==> src/rtl/quhb_defines.svh <==
`ifndef QUHB_DEFINES_SVH
`define QUHB_DEFINES_SVH

// Channel and bus widths
`define QUHB_CH_N         4
`define QUHB_INTEN_W      4

// Register offsets inside one channel
`define QUHB_INTEN_OFS    3'h1
`define QUHB_MODEM_OFS    3'h4
`define QUHB_MODEM_INT_BIT 3
`define QUHB_INTEN_RST    4'h0

// Field positions in the synchronised pin vector
`define QUHB_P_MODE       0
`define QUHB_P_RST        1
`define QUHB_P_RD         2
`define QUHB_P_WR         3
`define QUHB_P_CS         4
`define QUHB_P_CSA        8
`define QUHB_P_ADDR       10
`define QUHB_P_DATA       13
`define QUHB_P_FORCE      21
`define QUHB_SYNC_W       22
// Idle levels: 16 mode, reset off, strobes and selects high
`define QUHB_SYNC_RST     22'h0000fd

`endif

==> src/rtl/quhb_pkg.sv <==
package quhb_pkg;

  typedef logic [7:0] quhb_data_t;
  typedef logic [2:0] quhb_addr_t;
  typedef logic [1:0] quhb_chan_t;

  // Host access sequencer
  typedef enum logic [1:0] {
    BUS_IDLE,
    BUS_RD_ISSUE,
    BUS_RD_DRIVE
  } quhb_bus_state_t;

endpackage : quhb_pkg

==> src/rtl/quhb_sync.sv <==
`timescale 1ns/1ns
`default_nettype none
module quhb_sync #(
  parameter int            W       = 1,
  parameter logic [W-1:0]  RST_VAL = '0
) (
  // Clock and reset
  input  wire logic         clk_sys,
  input  wire logic         sys_rst,
  // Asynchronous levels in, synchronised levels out
  input  wire logic [W-1:0] d,
  output logic      [W-1:0] q
);

  logic [W-1:0] meta_ff;

  // Two-stage synchroniser, first stage feeds only the second
  always_ff @(posedge clk_sys) begin
    if (sys_rst) begin
      meta_ff <= RST_VAL;
      q       <= RST_VAL;
    end else begin
      meta_ff <= d;
      q       <= meta_ff;
    end
  end

endmodule : quhb_sync
`default_nettype wire

==> src/rtl/quhb_top.sv <==
`timescale 1ns/1ns
`default_nettype none
`include "quhb_defines.svh"
module quhb_top (
  // System
  input  wire logic                 clk_sys,
  input  wire logic                 sys_rst,
  // Host bus pins
  input  wire logic                 bus_mode_16,
  input  wire logic                 host_reset_pin,
  input  wire logic                 host_read_strobe_n,
  input  wire logic                 host_write_strobe_n,
  input  wire logic [3:0]           host_cs_n,
  input  wire logic [1:0]           channel_select_addr,
  input  wire quhb_pkg::quhb_addr_t host_addr,
  input  wire quhb_pkg::quhb_data_t host_data_in,
  input  wire logic                 interrupt_force_select,
  // Data bus drive
  output var  quhb_pkg::quhb_data_t host_data_out,
  output logic                      host_data_oe,
  // Interrupt pins
  output logic [3:0]                chan_int_out,
  output logic [3:0]                chan_int_oe,
  output logic                      irq_n_out,
  output logic                      irq_n_oe,
  // Channel register port
  output logic                      reg_wr_stb,
  output logic                      reg_rd_stb,
  output var  quhb_pkg::quhb_chan_t reg_chan,
  output var  quhb_pkg::quhb_addr_t reg_addr,
  output var  quhb_pkg::quhb_data_t reg_wdata,
  input  wire quhb_pkg::quhb_data_t reg_rdata,
  output logic                      uart_rst,
  // Interrupt conditions per channel
  input  wire logic [3:0]           cond_rx_err,
  input  wire logic [3:0]           cond_rx_avail,
  input  wire logic [3:0]           cond_tx_empty,
  input  wire logic [3:0]           cond_modem
);

  import quhb_pkg::*;

  logic [`QUHB_SYNC_W-1:0] pin_raw;
  logic [`QUHB_SYNC_W-1:0] pin_s;
  logic                    mode16;
  logic                    force_s;
  logic                    rd_s;
  logic                    wr_s;
  logic [3:0]              cs_s;
  quhb_chan_t              csa_s;
  quhb_addr_t              addr_s;
  quhb_data_t              data_s;
  logic                    pin_rst;
  logic                    blk_rst;
  logic                    sel_ok;
  quhb_chan_t              sel_chan;
  logic                    rd_fall;
  logic                    wr_fall;
  logic                    rw_rise;
  logic                    do_wr;
  logic                    rd_prev_ff;
  logic                    wr_prev_ff;
  quhb_bus_state_t         state_ff;
  quhb_bus_state_t         nxt_state;
  logic                    nxt_wr_stb;
  logic                    nxt_rd_stb;
  quhb_chan_t              nxt_chan;
  quhb_addr_t              nxt_addr;
  quhb_data_t              nxt_wdata;
  quhb_data_t              nxt_dout;
  logic                    nxt_doe;
  logic [3:0]              pend_vec;
  logic [3:0]              gate_vec;
  logic [3:0]              nxt_int;
  logic [3:0]              nxt_int_oe;
  logic                    nxt_irq_act;

  // Pins gathered into one vector for synchronising
  assign pin_raw = {interrupt_force_select, host_data_in, host_addr,
                    channel_select_addr, host_cs_n, host_write_strobe_n,
                    host_read_strobe_n, host_reset_pin, bus_mode_16};

  quhb_sync #(
    .W       (`QUHB_SYNC_W),
    .RST_VAL (`QUHB_SYNC_RST)
  ) u_sync (
    .clk_sys (clk_sys),
    .sys_rst (sys_rst),
    .d       (pin_raw),
    .q       (pin_s)
  );

  // Pin decode, reset polarity and channel selection
  always_comb begin
    mode16   = pin_s[`QUHB_P_MODE];
    force_s  = pin_s[`QUHB_P_FORCE];
    rd_s     = pin_s[`QUHB_P_RD];
    wr_s     = pin_s[`QUHB_P_WR];
    cs_s     = pin_s[`QUHB_P_CS +: 4];
    csa_s    = pin_s[`QUHB_P_CSA +: 2];
    addr_s   = pin_s[`QUHB_P_ADDR +: 3];
    data_s   = pin_s[`QUHB_P_DATA +: 8];
    // Reset pin polarity follows the bus style
    pin_rst  = mode16 ? pin_s[`QUHB_P_RST]
                      : ~pin_s[`QUHB_P_RST];
    blk_rst  = sys_rst | pin_rst;
    sel_ok   = 1'b0;
    sel_chan = 2'h0;
    if (mode16) begin
      // Separate select per channel, lowest index wins
      for (int i = 3; i >= 0; i--) begin
        if (!cs_s[i]) begin
          sel_ok   = 1'b1;
          sel_chan = 2'(i);
        end
      end
    end else begin
      sel_ok   = ~cs_s[0];
      sel_chan = csa_s;
    end
    // Read strobe is unused in 68 mode
    rd_fall = mode16 & rd_prev_ff & ~rd_s;
    wr_fall = wr_prev_ff & ~wr_s;
    rw_rise = ~mode16 & ~wr_prev_ff & wr_s;
    do_wr   = sel_ok & wr_fall & (state_ff != BUS_RD_ISSUE);
  end

  // Host access sequencer next state
  always_comb begin
    nxt_state  = state_ff;
    nxt_wr_stb = 1'b0;
    nxt_rd_stb = 1'b0;
    nxt_chan   = reg_chan;
    nxt_addr   = reg_addr;
    nxt_wdata  = reg_wdata;
    nxt_dout   = host_data_out;
    nxt_doe    = host_data_oe;
    unique case (state_ff)
      BUS_IDLE: begin
        if (!do_wr && sel_ok && (rd_fall || rw_rise)) begin
          nxt_rd_stb = 1'b1;
          nxt_chan   = sel_chan;
          nxt_addr   = addr_s;
          nxt_state  = BUS_RD_ISSUE;
        end
      end
      BUS_RD_ISSUE: begin
        // Bit 0 of the register becomes data bit 0
        nxt_dout  = reg_rdata;
        nxt_doe   = 1'b1;
        nxt_state = BUS_RD_DRIVE;
      end
      BUS_RD_DRIVE: begin
        // Release when the read strobe rises (16 mode), the combined strobe falls again (68 mode), or the select drops
        if (!sel_ok || (mode16 ? rd_s : wr_fall)) begin
          nxt_doe   = 1'b0;
          nxt_state = BUS_IDLE;
        end
      end
    endcase
    // Write captures the bus into the addressed register
    if (do_wr) begin
      nxt_wr_stb = 1'b1;
      nxt_chan   = sel_chan;
      nxt_addr   = addr_s;
      nxt_wdata  = data_s;
    end
  end

  // Host access sequencer registers
  always_ff @(posedge clk_sys) begin
    if (blk_rst) begin
      state_ff      <= BUS_IDLE;
      rd_prev_ff    <= 1'b1;
      wr_prev_ff    <= 1'b1;
      reg_wr_stb    <= 1'b0;
      reg_rd_stb    <= 1'b0;
      reg_chan      <= 2'h0;
      reg_addr      <= 3'h0;
      reg_wdata     <= 8'h00;
      host_data_out <= 8'h00;
      host_data_oe  <= 1'b0;
    end else begin
      state_ff      <= nxt_state;
      rd_prev_ff    <= rd_s;
      wr_prev_ff    <= wr_s;
      reg_wr_stb    <= nxt_wr_stb;
      reg_rd_stb    <= nxt_rd_stb;
      reg_chan      <= nxt_chan;
      reg_addr      <= nxt_addr;
      reg_wdata     <= nxt_wdata;
      host_data_out <= nxt_dout;
      host_data_oe  <= nxt_doe;
    end
  end

  // Per-channel enable shadows and interrupt gating
  for (genvar g = 0; g < `QUHB_CH_N; g++) begin : g_chan
    logic                     gate_en_ff;
    logic [`QUHB_INTEN_W-1:0] int_en_ff;
    logic                     nxt_gate_en;
    logic [`QUHB_INTEN_W-1:0] nxt_int_en;

    // Shadow copies of the interrupt enables
    always_comb begin
      nxt_gate_en = gate_en_ff;
      nxt_int_en  = int_en_ff;
      if (do_wr && sel_chan == 2'(g)) begin
        if (addr_s == `QUHB_MODEM_OFS) begin
          nxt_gate_en = data_s[`QUHB_MODEM_INT_BIT];
        end
        if (addr_s == `QUHB_INTEN_OFS) begin
          nxt_int_en = data_s[`QUHB_INTEN_W-1:0];
        end
      end
    end

    always_ff @(posedge clk_sys) begin
      if (blk_rst) begin
        gate_en_ff <= 1'b0;
        int_en_ff  <= `QUHB_INTEN_RST;
      end else begin
        gate_en_ff <= nxt_gate_en;
        int_en_ff  <= nxt_int_en;
      end
    end

    // Modem, line error, transmit empty, receive data
    assign pend_vec[g] = |(int_en_ff & {cond_modem[g], cond_rx_err[g],
                                        cond_tx_empty[g],
                                        cond_rx_avail[g]});
    assign gate_vec[g] = gate_en_ff;
    // Force select only counts in 16 mode
    assign nxt_int[g]    = mode16 & pend_vec[g] &
                           (gate_en_ff | force_s);
    assign nxt_int_oe[g] = mode16 &
                           (gate_en_ff | force_s);
  end

  // One wired interrupt for all channels in 68 mode
  assign nxt_irq_act = ~mode16 & (|pend_vec);

  // Interrupt pin registers and channel reset
  always_ff @(posedge clk_sys) begin
    if (blk_rst) begin
      chan_int_out <= 4'h0;
      chan_int_oe  <= 4'h0;
      irq_n_out    <= 1'b1;
      irq_n_oe     <= 1'b0;
    end else begin
      chan_int_out <= nxt_int;
      chan_int_oe  <= nxt_int_oe;
      irq_n_out    <= ~nxt_irq_act;
      irq_n_oe     <= nxt_irq_act;
    end
  end

  always_ff @(posedge clk_sys) begin
    uart_rst <= blk_rst;
  end
endmodule : quhb_top
`default_nettype wire

==> config.mk <==
export PLATFORM = sky130hd
export DESIGN_NAME = quhb_top
export DESIGN_NICKNAME = d
export VERILOG_FILES = /design/src/rtl/quhb_pkg.sv /design/src/rtl/quhb_sync.sv /design/src/rtl/quhb_top.sv
export VERILOG_INCLUDE_DIRS = /design/src /design/src/rtl
export SDC_FILE = /design/constraint.sdc
export NUM_CORES = 1
export LEC_CHECK = 0
export BUFFER_PORTS_ARGS = -buffer_cell sky130_fd_sc_hd__buf_2
export CORE_ASPECT_RATIO = 1.4
export CORE_MARGIN = 3
export CORE_UTILIZATION = 57
export CTS_BUF_LIST = sky130_fd_sc_hd__clkbuf_16
export DETAILED_ROUTE_END_ITERATION = 8
export PLACE_DENSITY = 0.84
export SLEW_MARGIN = 20
export SYNTH_ARGS = -nofsm -noshare
export SYNTH_HDL_FRONTEND = slang
export SYNTH_SLANG_ARGS = --single-unit
==> constraint.sdc <==
create_clock -name clk_sys -period 5.6 [get_ports clk_sys]
set_clock_uncertainty 0.05 [all_clocks]
set_input_delay 1.12 -clock clk_sys [delete_from_list [all_inputs] [get_ports clk_sys]]
set_output_delay 1.12 -clock clk_sys [all_outputs]
set_load 0.02 [all_outputs]
==> impl_results.md <==
- Antenna diodes: 0
- Total track usage: 0.188
- Final Util: 0.720
- Worst reg2reg setup slack: 2900 ps
- Clk pwr share: 0.404
- Reg power frac: 0.536
- DRC Markers: 0
- Row count: 33
- Peak VDD IR: slightly below 0.0002 V
- Setup_tns: 0 ps
- Reg-to-Reg End: g_chan[0].int_en_ff[3]
- Vias: between 2k and 2.5k
- Top-count cell post-synth: dfxtp_1
- DR pass1 iterations: 4
- Routed length per instance: around 13 um
- Rel. slew slack: 0.508
- Max stage delay cell, worst path: or3b_4
- Hold buffers post-CTS: 0
- DP HPWL: around 4600 um
- RSZ-0062 raised after global routing: false
- Final worst-path cycle share: 0.483
- Number of global-route vias before repair: 2396
- Die width: approximately 73 um
- Pleak: roughly 1.9 nW
- Seq. cell area: around 2100 um2
- Core area: approximately 5900 um2
- CP max FO: 11
- Placed Cells: about 470
- Switching Fraction: 0.229
- Arrival @ worst endpoint: 2930 ps
- FILL cells: about 450
- Largest stage delay, worst path: roughly 480 ps
- Psw: 0.326 mW
- Initial DRC Count: 93
- Top post-synthesis cells by area: dfxtp_1, mux2i_1, nor2b_1, nand2_1, nor2_1
- TritonCTS Buffers: 9
- Reg2reg start: state_ff[1]
- Int Pwr: roughly 1.1 mW
- Die area: between 7000 and 8000 um2
- WP data required: a little under 6000 ps
- Gp weighted congestion: ~0.80
- ANT nets after route: 0
- Cell count after synthesis: about 330
- Post-CTS Repair Setup Buffers: 0
- Number of flops mapped to enable cells by yosys: 0
- Post-synthesis cell type count: 39
- Largest net degree at the start of global routing: 48
- Setup crit start kind: flop
- Multi-input gate area: 1410 um2
- Syn avg cell area: 10.9 um2
- Htree depth: 3
- Clock-pin slew on the worst setup and hold paths: around 70 ps
- Antenna violations before repair: 0
- Hold_sp: u_sync.meta_ff[3]
- TritonCTS clock tree: yes
- # Max-Cap Violations: 0
- CTS Buffer Depth: 2
- Layout cells sized above 1: 0.292
- Power, Total: 1.42 mW
- Initial Util: 0.600
- Net count, final: around 460
- # IOs: 83
- Final hold vios: 0
- Final Max Tran Viols: 0
- CP Cell Sequence: inv_1, ha_1, or3b_4, nand3b_4, nor4b_4, and3_1, mux2i_1
- CP startpoint: state_ff[1]
- Synth area leader: dfxtp_1
- Area Overhead vs Synth: 20.1%
- Final Critical Period: around 2700 ps
- Primary FF master, synth: dfxtp_1
- Buffers added on ports: 82
- Critical Path End: g_chan[0].int_en_ff[3]
- PostCTS Resize Cnt: 0
- Yosys warning total: 0
- Final WL: ~6400 um
- FMAX: 370 MHz
- Status: complete, no violations
- Power Density: 332 nW/um2
- Worst Reg2Reg Path Length in Cells: 7
- Setup Viol. Count Final: 0
- CTS root buffer: clkbuf_16
- Combinational share of power: 0.060
- Synthesized cell area: approximately 3600 um2
- Grt total ovfl: 0
- Synth top cells by count: dfxtp_1, mux2i_1, nor2b_1, nand2_1, nor2_1
- Seq cells post-synth: about 100
- Mapped Nets: 380
- Slew @ Worst Pin: roughly 740 ps
- Post-synth ARST share: 0
- Non-Filler Instances: approximately 480
- Later-pin clock latency in the skew report: roughly 350 ps
- Die height: ~100 um
- Global-route wire length before repair: 10600 um
- Sequential share of the synthesized area: 0.578
- HP Class: reg -> reg
- Vias per inst: a little over 5
- Synth top area share: 0.578
- CP Class: reg -> reg
- Buffers & Inverters on Critical Path: 1
- Critical path's top delay family: simple AND/OR/NAND/NOR gates
- # clock sinks: just over 100
- CP endpoint kind: flop
- CP Depth: 7
stage by stage:
stage               cell area (um2)  setup slack [ps]  hold WS [ps]
finish                         4280              2900           359
global route                   4280              2730           373
CTS                            4280              2880           361
detailed placement             4000              2750           345
global placement               4000              2820           345
floorplan                      3560              3380           339
final cells by class:
cell class                      count  share of cell area
Sequential cell                   103               0.482
Multi-Input combinational cell    206               0.330
Timing Repair Buffer               83              0.0976
Clock buffer                        9              0.0526
Tap cell                           70              0.0205
Clock inverter                      7              0.0129
Inverter                            6             0.00526
cell families (layout without fill, tap and decap cells):
logic type | Yosys count | count (layout) | share of synthesized area
buffers and inverters | 19 | 105 | 0.0256
AND/OR/NAND/NOR | 132 | 132 | 0.208
AO/OA/AOI/OAI | 31 | 31 | 0.0642
flip-flops | 103 | 103 | 0.578
multiplexers | 39 | 39 | 0.110
adder cells (fa/ha/maj) | 4 | 4 | 0.0140
how the worst min path moves through the flow:
stage	to	slack (ps)	cells past startpoint
4_1_cts	u_sync.q[3]	360	1
3_5_place_dp	u_sync.q[3]	340	1
3_3_place_gp	u_sync.q[6]	340	1
2_1_floorplan	u_sync.q[0]	340	1
5_1_grt	u_sync.q[6]	370	1
6_report	u_sync.q[3]	360	1
power by group through the flow:
stage,combinational (mW),sequential (mW),clock (mW)
floorplan,0.0522,0.782,0
global placement,0.0833,0.778,0
detailed placement,0.0859,0.779,0
CTS,0.0865,0.762,0.585
global route,0.0954,0.764,0.619
finish,0.0855,0.762,0.576
layer usage:
metal,share of wire,up-vias,track usage
li1,-,1260,-
met1,0.42,1134,0.214
met2,0.50,69,0.320
met3,0.056,10,0.0506
met4,0.020,0,0.0895
met5,0,-,0
sequential cells by signal (all words and copies together), names as in the netlist, 2 cells and up:
signal,flops
chan_int_oe,4
state_ff,2
u_sync.q,22
u_sync.meta_ff,22
g_chan.gate_en_ff,4
chan_int_out,4
reg_wdata,8
reg_addr,3
host_data_out,8
reg_chan,2
g_chan.int_en_ff,16
cell usage in the layout (no fill, tap or decap), types with 3 or more instances in the layout:
| master | instances |
|---|---|
| nand2b_1 | 5 |
| nand3_1 | 6 |
| or2_2 | 14 |
| nor2_1 | 26 |
| a22o_1 | 4 |
| nand2_1 | 29 |
| mux2i_1 | 39 |
| a21oi_1 | 3 |
| inv_1 | 5 |
| buf_2 | 82 |
| ha_1 | 4 |
| nor2b_1 | 37 |
| dfxtp_1 | 103 |
| o21ai_0 | 6 |
| clkbuf_16 | 9 |
| o21a_1 | 5 |
| a221oi_1 | 4 |
worst reg2reg max path: cells and delay by family, from the launching register on:
family	cells	cell delay (ps)
AND/OR/NAND/NOR	4	1480
flip-flops	1	400
adder cells (fa/ha/maj)	1	370
multiplexers	1	220
buffers and inverters	1	100
Note: power is estimated with default switching activity, not from simulation.
